`src/pkg/fpcc_consts.svh`:
```
// Constants shared by both ends of the coprocessor command link.
// Assumes a single 40 MHz clock domain and word-wide command transfers.
//
// Functional notes
// - Nonsignaling predicates never set branch_unordered_flag.
// - Signaling predicates set flag when NAN set.
// - Evaluate the sixteen nonsignaling predicates exactly.
// - Evaluate the sixteen signaling predicates exactly.
// - Move control registers to and from operands.
// - Save exports state frame, restore reloads it.
// - Host computes addresses and moves all operands.
// - Device acts only on the command word.
// - Host rejects PC-relative destination operands.
// - Frames and field offsets grow by 32 bytes.
// - Unique format word; refuse predecessor frames.
// - Exception handlers save state before anything else.
// - Exception handlers set bus-unit flag bit 27.
// - Restore state before return_from_exception.
// - Plain interrupt handlers only save and restore.
// - Report predicate true or false to host.
// - Accept exactly 32 conditional test specifiers.
`ifndef FPCC_CONSTS_SVH
`define FPCC_CONSTS_SVH

// ****************************************************************
// Status and control register fields
// ****************************************************************
`define CC_N_BIT        27
`define CC_Z_BIT        26
`define CC_I_BIT        25
`define CC_NAN_BIT      24
`define BRANCH_UNORDERED_FLAG_BIT        15
`define BRANCH_UNORDERED_FLAG_EN_BIT     15
`define REG_RESET       32'h0000_0000

// ****************************************************************
// Register selectors carried in the command word
// ****************************************************************
`define SEL_CONTROL     5'h0_0
`define SEL_STATUS      5'h0_1
`define SEL_IADDR       5'h0_2

// ****************************************************************
// Frame layout, sizes and offsets in bytes, positions in 32-bit words
// ****************************************************************
`define PRED_FRAME_BYTES 24
`define FRAME_GROWTH     32
`define FRAME_BYTES      (`PRED_FRAME_BYTES + `FRAME_GROWTH)
`define FRAME_WORDS      4'h0_E
`define FRAME_LAST       4'h0_D
`define PRED_EXC_OP_OFF  4
`define EXC_OP_WORD      4'h0_9
`define OPREG_WORD       4'h0_C
`define BIU_WORD         4'h0_D
`define BIU_PEND_BIT     27
`define FMT_WORD         32'h5A38_0000
`define PRED_FMT_WORD    32'h1F18_0000

`endif

```
`src/pkg/fpcc_pkg.sv`:
```
// Types shared by both ends of the coprocessor command link.
// Assumes the constants header is included alongside.
package fpcc_pkg;

  typedef enum logic [2:0] {
    OP_COND    = 3'h0,
    OP_WR_REG  = 3'h1,
    OP_RD_REG  = 3'h2,
    OP_SAVE    = 3'h3,
    OP_RESTORE = 3'h4
  } cmd_op_t;

  typedef enum logic [1:0] {
    HK_NONE = 2'h0,
    HK_FPX  = 2'h1,
    HK_IRQ  = 2'h2
  } hdl_kind_t;

  typedef logic [13:0][31:0] frame_t;
  typedef logic [12:0][31:0] body_t;

endpackage

```
`src/pkg/fpcc_if.sv`:
```
// Command link between the host processor and the coprocessor.
// Assumes both ends share clk; the testbench instantiates and wires it.
`timescale 1ns/1ps
interface fpcc_if;
  import fpcc_pkg::*;

  logic            cmd_valid;
  logic            cmd_ready;
  cmd_op_t         cmd_op;
  logic     [4:0]  cmd_sel;
  logic     [31:0] cmd_data;
  logic            rsp_valid;
  logic     [31:0] rsp_data;
  logic            rsp_true;
  logic            rsp_last;
  logic            rsp_err;
  logic            rsp_exc;

  modport dev (
    input  cmd_valid, cmd_op, cmd_sel, cmd_data,
    output cmd_ready, rsp_valid, rsp_data, rsp_true, rsp_last, rsp_err, rsp_exc
  );

  modport host (
    output cmd_valid, cmd_op, cmd_sel, cmd_data,
    input  cmd_ready, rsp_valid, rsp_data, rsp_true, rsp_last, rsp_err, rsp_exc
  );
endinterface

```
`src/logic/fp_cond_device.sv`:
```
// Coprocessor end: predicate evaluation, control register moves and
// state save and restore, all driven by command words from the host.
// Assumes the host keeps cmd_* stable while cmd_valid waits for cmd_ready.
`timescale 1ns/1ps
`include "fpcc_consts.svh"
module fp_cond_device
  import fpcc_pkg::*;
(
  input  wire logic clk,
  input  wire logic arst_n,
  fpcc_if.dev       link,
  output logic      [31:0] control_reg,
  output logic      [31:0] status_reg,
  output logic      [31:0] iaddr_reg,
  output logic             busy
);

  // ****************************************************************
  // State
  // ****************************************************************
  typedef enum logic [1:0] {
    D_IDLE    = 2'b00,
    D_SAVE    = 2'b01,
    D_RESTORE = 2'b11
  } dev_st_t;

  typedef struct packed {
    dev_st_t      st;
    logic [31:0]  fp_control_registers;
    logic [31:0]  fpsr;
    logic [31:0]  fpiar;
    body_t        body;
    logic [3:0]   idx;
    logic         rsp_valid;
    logic [31:0]  rsp_data;
    logic         rsp_true;
    logic         rsp_last;
    logic         rsp_err;
    logic         rsp_exc;
  } dev_state_t;

  dev_state_t q;
  dev_state_t d;

  // ****************************************************************
  // Predicate evaluation
  // ****************************************************************
  // The low four selector bits pick the relation; bit 4 only marks the
  // signaling variant, so both halves share one table.
  // Unordered handling rule.
  // A set NAN code forces the ordered terms false and the unordered-inclusive
  // terms true through explicit nan factors, except codes 1 and E, which read z alone, and 3 and 5, whose z term is not masked by nan.
  function automatic logic pred_eval(input logic [3:0] code,
                                     input logic       n,
                                     input logic       z,
                                     input logic       nan);
    logic r;
    r = 1'b0;
    case (code)
      4'h0: r = 1'b0;
      4'h1: r = z;
      4'h2: r = ~(nan | z | n);
      4'h3: r = z | ~(nan | n);
      4'h4: r = n & ~(nan | z);
      4'h5: r = z | (n & ~nan);
      4'h6: r = ~(nan | z);
      4'h7: r = ~nan;
      4'h8: r = nan;
      4'h9: r = nan | z;
      4'hA: r = nan | ~(n | z);
      4'hB: r = nan | z | ~n;
      4'hC: r = nan | (n & ~z);
      4'hD: r = nan | z | n;
      4'hE: r = ~z;
      4'hF: r = 1'b1;
      default: r = 1'b0;
    endcase
    return r;
  endfunction

  logic pred_true;
  logic nan_now;
  logic signaling;

  always_comb begin
    nan_now   = q.fpsr[`CC_NAN_BIT];
    signaling = link.cmd_sel[4];
    pred_true = pred_eval(link.cmd_sel[3:0], q.fpsr[`CC_N_BIT],
                          q.fpsr[`CC_Z_BIT], nan_now);
  end

  // ****************************************************************
  // Command handling
  // ****************************************************************
  always_comb begin
    d           = q;
    d.rsp_valid = 1'b0;
    d.rsp_last  = 1'b0;
    d.rsp_err   = 1'b0;
    d.rsp_exc   = 1'b0;
    case (q.st)
      D_IDLE: begin
        // Command word only.
        // Nothing about how the host formed its operand address reaches
        // this end; op, selector and data are the whole request.
        if (link.cmd_valid) begin
          case (link.cmd_op)
            OP_COND: begin
              d.rsp_valid = 1'b1;
              d.rsp_true  = pred_true;
              d.rsp_data  = `REG_RESET;
              if (signaling && nan_now) begin
                d.fpsr[`BRANCH_UNORDERED_FLAG_BIT] = 1'b1;
                d.body[`OPREG_WORD - 4'h1] = {27'h000_0000, link.cmd_sel};
                // An enabled unordered trap is raised to the host now so
                // that its handler starts before the next instruction.
                if (q.fp_control_registers[`BRANCH_UNORDERED_FLAG_EN_BIT]) begin
                  d.rsp_exc = 1'b1;
                  d.body[`BIU_WORD - 4'h1][`BIU_PEND_BIT] = 1'b1;
                end
              end
            end
            OP_WR_REG: begin
              d.rsp_valid = 1'b1;
              d.rsp_data  = `REG_RESET;
              if (link.cmd_sel == `SEL_CONTROL) begin
                d.fp_control_registers = link.cmd_data;
              end else if (link.cmd_sel == `SEL_STATUS) begin
                d.fpsr = link.cmd_data;
              end else if (link.cmd_sel == `SEL_IADDR) begin
                d.fpiar = link.cmd_data;
              end else begin
                d.rsp_err = 1'b1;
              end
            end
            OP_RD_REG: begin
              d.rsp_valid = 1'b1;
              if (link.cmd_sel == `SEL_CONTROL) begin
                d.rsp_data = q.fp_control_registers;
              end else if (link.cmd_sel == `SEL_STATUS) begin
                d.rsp_data = q.fpsr;
              end else if (link.cmd_sel == `SEL_IADDR) begin
                d.rsp_data = q.fpiar;
              end else begin
                d.rsp_data = `REG_RESET;
                d.rsp_err  = 1'b1;
              end
            end
            OP_SAVE: begin
              d.st  = D_SAVE;
              d.idx = 4'h0;
            end
            OP_RESTORE: begin
              // Format word check.
              // Only our own format is taken; the predecessor's word, or
              // any other, is refused before a single body word lands.
              if (link.cmd_data == `FMT_WORD) begin
                d.st  = D_RESTORE;
                d.idx = 4'h1;
              end else begin
                d.rsp_valid = 1'b1;
                d.rsp_last  = 1'b1;
                d.rsp_err   = 1'b1;
                d.rsp_data  = link.cmd_data;
              end
            end
            default: begin
              d.rsp_valid = 1'b1;
              d.rsp_err   = 1'b1;
              d.rsp_data  = `REG_RESET;
            end
          endcase
        end
      end
      D_SAVE: begin
        // Enlarged frame stream.
        // Word 0 is the format word; the body follows with the exceptional
        // operand, operand register word and bus-unit word at their
        // shifted places.
        d.rsp_valid = 1'b1;
        if (q.idx == 4'h0) begin
          d.rsp_data = `FMT_WORD;
        end else begin
          d.rsp_data = q.body[4'(q.idx - 4'h1)];
        end
        d.idx = 4'(q.idx + 4'h1);
        if (q.idx == `FRAME_LAST) begin
          d.rsp_last = 1'b1;
          d.st       = D_IDLE;
          d.idx      = 4'h0;
        end
      end
      D_RESTORE: begin
        if (link.cmd_valid) begin
          d.body[4'(q.idx - 4'h1)] = link.cmd_data;
          d.idx = 4'(q.idx + 4'h1);
          if (q.idx == `FRAME_LAST) begin
            d.rsp_valid = 1'b1;
            d.rsp_last  = 1'b1;
            d.rsp_data  = `REG_RESET;
            d.st        = D_IDLE;
            d.idx       = 4'h0;
          end
        end
      end
      default: begin
        d.st = D_IDLE;
      end
    endcase
  end

  always_ff @(posedge clk or negedge arst_n) begin
    if (!arst_n) begin
      q <= '0;
    end else begin
      q <= d;
    end
  end

  // ****************************************************************
  // Outputs
  // ****************************************************************
  // A save streams without back-pressure, so no new command is taken
  // until its last word has gone out.
  assign link.cmd_ready = (q.st != D_SAVE);
  assign link.rsp_valid = q.rsp_valid;
  assign link.rsp_data  = q.rsp_data;
  assign link.rsp_true  = q.rsp_true;
  assign link.rsp_last  = q.rsp_last;
  assign link.rsp_err   = q.rsp_err;
  assign link.rsp_exc   = q.rsp_exc;
  assign control_reg    = q.fp_control_registers;
  assign status_reg     = q.fpsr;
  assign iaddr_reg      = q.fpiar;
  assign busy           = (q.st != D_IDLE);

endmodule

```
`src/flat_wrapper.sv`:
```
// flat-port wrapper written by rule: the top's interface ports become plain ports
module fp_cond_device_flat import fpcc_pkg::*;
  (clk, arst_n, control_reg, status_reg, iaddr_reg, busy, link_cmd_valid, link_cmd_op, link_cmd_sel, link_cmd_data, link_cmd_ready, link_rsp_valid, link_rsp_data, link_rsp_true, link_rsp_last, link_rsp_err, link_rsp_exc);
  fpcc_if link_i ();
  input  wire logic clk;
  input  wire logic arst_n;
  output logic      [31:0] control_reg;
  output logic      [31:0] status_reg;
  output logic      [31:0] iaddr_reg;
  output logic busy;
  input wire logic [$bits(link_i.cmd_valid)-1:0] link_cmd_valid;
  input wire logic [$bits(link_i.cmd_op)-1:0] link_cmd_op;
  input wire logic [$bits(link_i.cmd_sel)-1:0] link_cmd_sel;
  input wire logic [$bits(link_i.cmd_data)-1:0] link_cmd_data;
  output wire logic [$bits(link_i.cmd_ready)-1:0] link_cmd_ready;
  output wire logic [$bits(link_i.rsp_valid)-1:0] link_rsp_valid;
  output wire logic [$bits(link_i.rsp_data)-1:0] link_rsp_data;
  output wire logic [$bits(link_i.rsp_true)-1:0] link_rsp_true;
  output wire logic [$bits(link_i.rsp_last)-1:0] link_rsp_last;
  output wire logic [$bits(link_i.rsp_err)-1:0] link_rsp_err;
  output wire logic [$bits(link_i.rsp_exc)-1:0] link_rsp_exc;
  assign link_i.cmd_valid = link_cmd_valid;
  assign link_i.cmd_op = link_cmd_op;
  assign link_i.cmd_sel = link_cmd_sel;
  assign link_i.cmd_data = link_cmd_data;
  assign link_cmd_ready = link_i.cmd_ready;
  assign link_rsp_valid = link_i.rsp_valid;
  assign link_rsp_data = link_i.rsp_data;
  assign link_rsp_true = link_i.rsp_true;
  assign link_rsp_last = link_i.rsp_last;
  assign link_rsp_err = link_i.rsp_err;
  assign link_rsp_exc = link_i.rsp_exc;
  fp_cond_device u_core (.clk(clk), .arst_n(arst_n), .link(link_i), .control_reg(control_reg), .status_reg(status_reg), .iaddr_reg(iaddr_reg), .busy(busy));
endmodule
```
`config.mk`:
```
export PLATFORM = sky130hd
export DESIGN_NAME = fp_cond_device_flat
export DESIGN_NICKNAME = d
export VERILOG_FILES = /design/src/pkg/fpcc_pkg.sv /design/src/pkg/fpcc_if.sv /design/src/logic/fp_cond_device.sv /design/src/flat_wrapper.sv
export VERILOG_INCLUDE_DIRS = /design/src /design/src/pkg
export SDC_FILE = /design/constraint.sdc
export NUM_CORES = 1
export LEC_CHECK = 0
export BUFFER_PORTS_ARGS = -buffer_cell sky130_fd_sc_hd__buf_2
export CAP_MARGIN = 0
export CORE_ASPECT_RATIO = 1.4
export CORE_MARGIN = 2
export CORE_UTILIZATION = 50
export CTS_CLUSTER_DIAMETER = 150
export DETAILED_ROUTE_END_ITERATION = 8
export PLACE_DENSITY = 0.8
export SLEW_MARGIN = 15
export SYNTH_ARGS = -nofsm -noshare
export SYNTH_HDL_FRONTEND = slang
export SYNTH_SLANG_ARGS = --single-unit
```
`constraint.sdc`:
```
create_clock -name clk -period 3.2 [get_ports clk]
set_input_delay 0.96 -clock clk [delete_from_list [all_inputs] [get_ports clk]]
set_output_delay 0.96 -clock clk [all_outputs]
set_load 0.02 [all_outputs]
```
==> out/metrics.cfg, run 1 <==
[outcome]
status = finished, final reports clean

[setup_path]
cp-start-kind = flip-flop
crit_path_max_fanout = 12
rr_endpoint = u_core.link.rsp_data[15]
worstSetupPathType = flip-flop to flip-flop
r2r_start = u_core.q[37]
worstSetupStartpoint = u_core.q[37]
ff2ff_path_depth = 8
arrival_ps = 3470
end_kind = flip-flop
worst_ep_required_time_ps = 3660
reg2reg_setup_slack_ps = 190

[synth]
ys_warn_count = 0
syn_area_per_cell_um2 = 13.6
ys_seq_area_share_pct = 51.5
syn_nets = 2028
syn-cell-area_mm2 = 0.0270
synth_edf_count = 0
netlist_instances = 1978
yosysUniqueCellTypes = 66
synthFlopType = dfrtp_1
ys_async_sr_fraction_pct = 100
ys_ff_latch = 555

[cells_and_area]
diodes = 0
drive_gt1_share_pct = 47.0
multiInputGateArea_mm2 = 0.0112
register_area_mm2 = 0.0139
regMostFlops = u_core.q
postLayoutCellArea_mm2 = 0.0298
nFillCells = 4065
area_delta_synth_final_pct = 10.6
largest_reg_flops = 422
final_util_pct = 56.1
nets = 2083

[floorplanning]
initial_core_util_pct = 50.7
fp.dieH_um = 279
rows = 100
dieArea_mm2 = 0.0558
io_pins = 178
fp.coreArea_mm2 = 0.0532
die_x_um = 200

[placement]
portBuffers = 177
place_congestion = 0.884
dpl.hpwl_um = 49100
placed_area_mm2 = 0.0283

[drt]
drtIter0Drc = 1537
wl_per_cell_um = 27.1
drc_errors = 0
drtPass1Iterations = 5
via_per_inst = 6.42
dr_total_vias = 17835
drt-total-wl_um = 75400
ant_nets = 0

[global_routing]
grt_usage_pct = 26.9
overflow = 0
grt_max_degree = 91
grt_pass1_vias = 18754
grt_pass1_wl_um = 115000
antenna_found_initial = 3

[timing]
fmax_ghz = 0.332
setup_viol = 0
finalCriticalPeriod_ps = 3010
period_share_pct = 94.0
maxSlewHeadroom_pct = 44.0
tightestPinTransition_ps = 836
finalHoldViolCount = 0
rsz0062_at_grt = false
fin_skew_ps = 15.2
drv_slew = 0

[power_and_ir_drop]
p_per_area_mw_per_mm2 = 765
ir_worst_vdd_v = 0.000689
cellLeakagePower_uw = 0.0144

[job]
drv_cap = 0

[cts]
root_buffer = clkbuf_16
clockBufferDepth = 3
cts.clk_slew.worst_paths_ps = 70
cts_resized = 0
cts_buffers = 48
cts.sinks = 555
post-cts-setup-buffers = 0
hold_buffers = 0
clock_latency_ps = 570
htree_levels = 2
cts_tree = yes

[min_path]
hold_class = input port to async pin

-- critical path, cell delays in order (launching register included) --
cell and delay, ps:
dfrtp_4 550, inv_1 200, ha_1 310, nor2b_1 400, o21a_1 250, or2_1 500, buf_4 340, a2111oi_0 140
o22a_1 210
-- cell families (layout without fill, tap and decap cells) --
family	after synthesis	after routing	share of synthesized area, %
muxes	591	591	28.6
DFF	555	555	51.5
buffers and inverters	323	411	7.23
xor gates and xnor gates	1	1	0.0325
and+or+nand+nor	213	213	4.51
AOI/OAI and AO/OA	288	288	7.75
adders and majority gates	7	7	0.325
-- layout by cell type, fill, tap and decap left out, drive strengths merged, types with 4 or more instances in the layout --
cell / instances
a32oi: 11
a211o: 7
nor2b: 12
a31oi: 23
nand2b: 26
mux2: 483
nand4: 4
mux4: 96
a2111o: 12
clkinv: 10
nor4: 4
or2: 4
a21oi: 53
dfrtp: 555
nand2: 38
inv: 21
buf: 308
o22a: 10
a22oi: 18
o21ai: 36
o22ai: 24
o211ai: 4
ha: 7
nand3: 40
a221oi: 19
a22o: 39
nor2: 26
or3: 13
clkbuf: 68
a2111oi: 9
mux2i: 12
nor3: 31
o21a: 4
-- stage by stage --
step	instances	setup WS (ps)	power [µW]	setup TNS (ps)	hold slack [ps]
2_1_floorplan	1978	-20.2	14500	-121	452
3_3_place_gp	2697	-78.5	16700	-275	462
3_5_place_dp	2697	-97.5	17000	-1140	471
4_1_cts	2780	273	22800	0	342
5_1_grt	2780	129	23700	0	369
6_report	2780	191	22800	0	342
-- Yosys cell counts, drive strengths merged (3+ instances only) --
master | n | area share (%)
o211ai | 4 | 0.11
or2 | 4 | 0.093
or3 | 13 | 0.30
nor4bb | 3 | 0.11
nor3b | 3 | 0.10
nor2 | 26 | 0.61
a22oi | 18 | 0.50
a2111oi | 9 | 0.29
mux2i | 12 | 0.45
o22a | 10 | 0.32
a22o | 39 | 1.3
clkbuf | 77 | 1.1
a221oi | 19 | 0.62
o21ai | 36 | 0.68
nand2b | 26 | 0.60
inv | 19 | 0.26
mux4 | 96 | 8.0
buf | 226 | 5.9
ha | 7 | 0.32
o2111ai | 3 | 0.097
nand2 | 38 | 0.53
a21oi | 53 | 1.0
a31oi | 23 | 0.53
nor4 | 4 | 0.093
nand4 | 4 | 0.093
a2111o | 12 | 0.50
nor3 | 31 | 0.68
a211o | 7 | 0.23
o21a | 4 | 0.12
nor2b | 12 | 0.28
mux2 | 483 | 20
a32oi | 11 | 0.36
dfrtp | 555 | 52
nand3 | 40 | 0.74
o22ai | 24 | 0.56
-- how the worst max path moves through the flow --
| stage | to | slack (ps) | cells after the start |
|---|---|---|---|
| final | u_core.link.rsp_data[15] | 190 | 8 |
| after global routing | u_core.link.rsp_data[15] | 130 | 8 |
| after CTS | u_core.q[293] | 270 | 8 |
| after detailed placement | u_core.link.rsp_data[1] | -100 | 9 |
| after global placement | u_core.link.rsp_data[1] | -80 | 9 |
| after floorplan | u_core.link.rsp_data[19] | -20 | 12 |
-- cell type report --
type                       instances  share of cell area, %
tap                              714                   3.00
sequential                       555                   46.6
multi-input combinational       1100                   37.6
timing repair buffer             308                   7.48
inverter                          20                  0.256
clock buffer                      68                   4.55
clock inverter                    15                  0.575
-- metal layers --
metal  vias up  global-route usage [%]  part of all wire (%)
met3       239                    5.38                   8.6
li1       7322                       -                     -
met1      9321                    34.0                    37
met5         -                       0                0.0093
met2       951                    44.4                    49
met4         2                    13.8                   5.3
-- power breakdown --
group / total, µW / leakage, µW / internal (µW) / switching [µW]
clock network: 5800 / 0.000753 / 3200 / 2600
registers: 9140 / 0.00765 / 8310 / 829
logic: 7880 / 0.00596 / 3480 / 4400
total: 22800 / 0.0144 / 15000 / 7830
Note: power is estimated with default switching activity, not from simulation.
==> run 2, diff against run 1 <==
--- a/config.mk
+++ b/config.mk
@@ -9,7 +9,7 @@
 export BUFFER_PORTS_ARGS = -buffer_cell sky130_fd_sc_hd__buf_2
 export CAP_MARGIN = 0
 export CORE_ASPECT_RATIO = 1.4
-export CORE_MARGIN = 2
+export CORE_MARGIN = 8
 export CORE_UTILIZATION = 50
 export CTS_CLUSTER_DIAMETER = 150
 export DETAILED_ROUTE_END_ITERATION = 8
==> run 2 against run 1 <==
Against the previous run:
- clock-buffer cell count grew 12
- via count shrank 1.2%
- clock power grew 7.2%
- sequential cell count is the same
- die area grew 11%
- hold slack gained 22 ps
- combinational power grew 0.8%
- wire length grew 1.3%
- cell area grew 0.66%
- non-clock buffer count grew 7
==> out/metrics.cfg, run 2 (synthesis results as in run 1) <==
[floorplanning]
rows = 100
fp.dieH_um = 291
initial_core_util_pct = 50.6
die_x_um = 212
io_pins = 178
fp.coreArea_mm2 = 0.0533
dieArea_mm2 = 0.0617

[drt]
drt-total-wl_um = 76400
wl_per_cell_um = 27.3
drc_errors = 0
ant_nets = 0
dr_total_vias = 17629
via_per_inst = 6.31
drtPass1Iterations = 7
drtIter0Drc = 1741

[cells_and_area]
area_delta_synth_final_pct = 11.4
nets = 2091
final_cell_mix = dfrtp_1 (554), mux2_2 (465), buf_2 (176), buf_4 (114), mux4_2 (96)
mostFrequentLayoutCell = dfrtp_1
diodes = 0
nFillCells = 4119
stdcell_count = 2795
regMostFlops = u_core.q
drive_gt1_share_pct = 47.5
largest_reg_flops = 422

[cts]
root_buffer = clkbuf_16
post-cts-setup-buffers = 0
clock_latency_ps = 580
htree_levels = 2
cts.sinks = 555
cts_buffers = 49
cts_tree = yes
clockBufferDepth = 3
cts.clk_slew.worst_paths_ps = 70

[timing]
tightestPinTransition_ps = 897
drv_slew = 0
setup_viol = 0
period_share_pct = 94.9
fin_skew_ps = 17.4
maxSlewHeadroom_pct = 40.2
rsz0062_at_grt = false
finalHoldViolCount = 0
fin_setup_tns_ps = 0
fmax_ghz = 0.329
finalCriticalPeriod_ps = 3040

[placement]
dpl.hpwl_um = 51200
portBuffers = 177
place_congestion = 0.883
dp.cells = 2704

[setup_path]
ff2ff_path_depth = 8
critical_path.cell_chain = inv_1 -> ha_4 -> buf_12 -> buf_12 -> mux4_2 -> o22ai_1 -> a2111oi_0 -> o22a_1
crit_buf_inv = 3
critical-path-top-delay-family = compound AO/OA/AOI/OAI gates
r2r_start = u_core.q[38]
worst_ep_required_time_ps = 3710
end_kind = flip-flop
max_stage_delay_ps = 600
cp-start-kind = flip-flop
crit_top_cell = buf_12
cpMaxStageDelayCell = ha_4
crit_path_max_fanout = 26
arrival_ps = 3550
worstSetupPathType = flip-flop to flip-flop
rr_endpoint = u_core.link.rsp_data[4]
reg2reg_setup_slack_ps = 160

[power_and_ir_drop]
clockPowerShare_pct = 26.7
cellLeakagePower_uw = 0.0145
ir_worst_vdd_v = 0.000455
switching_share_pct = 34.0
p_seq_share_pct = 39.3
switchingPower_uw = 7920
internal-power_uw = 15400
power_frac_comb_pct = 34.0
p_per_area_mw_per_mm2 = 776

[global_routing]
antenna_found_initial = 1
grt_usage_pct = 24.7
grt_pass1_vias = 19070
overflow = 0
grt_max_degree = 89
grt_pass1_wl_um = 118000

[outcome]
status = finished, final reports clean

[job]
drv_cap = 0

[min_path]
hold_class = input port to async pin

run 2: cell types whose count changed in the layout (fill, tap and decap cells not counted), moves of 3 or more:
cell | before | now
clkbuf_8 | 8 | 18
buf_4 | 103 | 114
buf_12 | 28 | 24
clkbuf_16 | 48 | 51
clkinv_2 | 9 | 6
run 2: final cells by class:
class                   count  area [µm²]  area share, %
flip-flops and latches    555       13900           46.3
multi-input cells        1100       11200           37.4
repair buffers            315        2230           7.43
clock buffers              80        1570           5.21
well taps                 714         893           2.98
clock inverters            11         139          0.463
inverters                  20        76.3          0.254
run 2: metrics by stage:
step           setup slack [ps]  total power [µW]  util [%]  area (µm²)  hold slack, ps
6_report                    163             23300      56.3       30000             364
5_1_grt                    97.5             24200      56.3       30000             386
4_1_cts                    45.5             23300      56.3       30000             365
3_5_place_dp              -74.3             17000      53.1       28300             474
3_3_place_gp              -68.9             16700      53.1       28300             459
2_1_floorplan             -20.2             14500         -       27000             452
run 2: worst reg2reg max path: cells and delay by family (launching register included):
family	cells	cell delay, ps
AOI/OAI and AO/OA	3	940
adders and majority gates	1	600
buffers and inverters	3	680
DFF	1	540
muxes	1	230
run 2: worst max path at each step:
stage	end	slack, ps	from	depth (start not counted)
after floorplan	u_core.link.rsp_data[19]	-20	u_core.q[37]	12
after global placement	u_core.link.rsp_data[30]	-70	link_cmd_data[6]	9
after detailed placement	u_core.link.rsp_data[11]	-70	u_core.q[38]	8
after CTS	u_core.link.rsp_data[11]	50	u_core.q[38]	8
after global routing	u_core.link.rsp_data[12]	100	u_core.q[38]	8
final	u_core.link.rsp_data[4]	160	u_core.q[38]	8
run 2: power groups by stage:
| stage | sequential (µW) | combinational [µW] | clock (µW) |
|---|---|---|---|
| after global routing | 9270 | 8380 | 6530 |
| final | 9160 | 7940 | 6220 |
| after global placement | 9100 | 7640 | 0 |
| after CTS | 9120 | 7880 | 6280 |
| after detailed placement | 9220 | 7820 | 0 |
| after floorplan | 8880 | 5590 | 0 |
run 2: metal layers:
| layer | up-vias | track usage [%] | part of all wire (%) |
|---|---|---|---|
| met5 | - | 0 | 0.016 |
| met1 | 9233 | 29.7 | 37 |
| met4 | 2 | 12.6 | 5.1 |
| li1 | 7315 | - | - |
| met2 | 846 | 40.1 | 49 |
| met3 | 233 | 6.95 | 9.1 |
run 2: timing repair:
action | in CTS | in global routing
resized for setup | 1 | 2
pin swaps | 0 | 0
endpoints found under the hold margin | 0 | 0
hold buffers | 0 | 0
setup endpoints to repair | 1 | 2
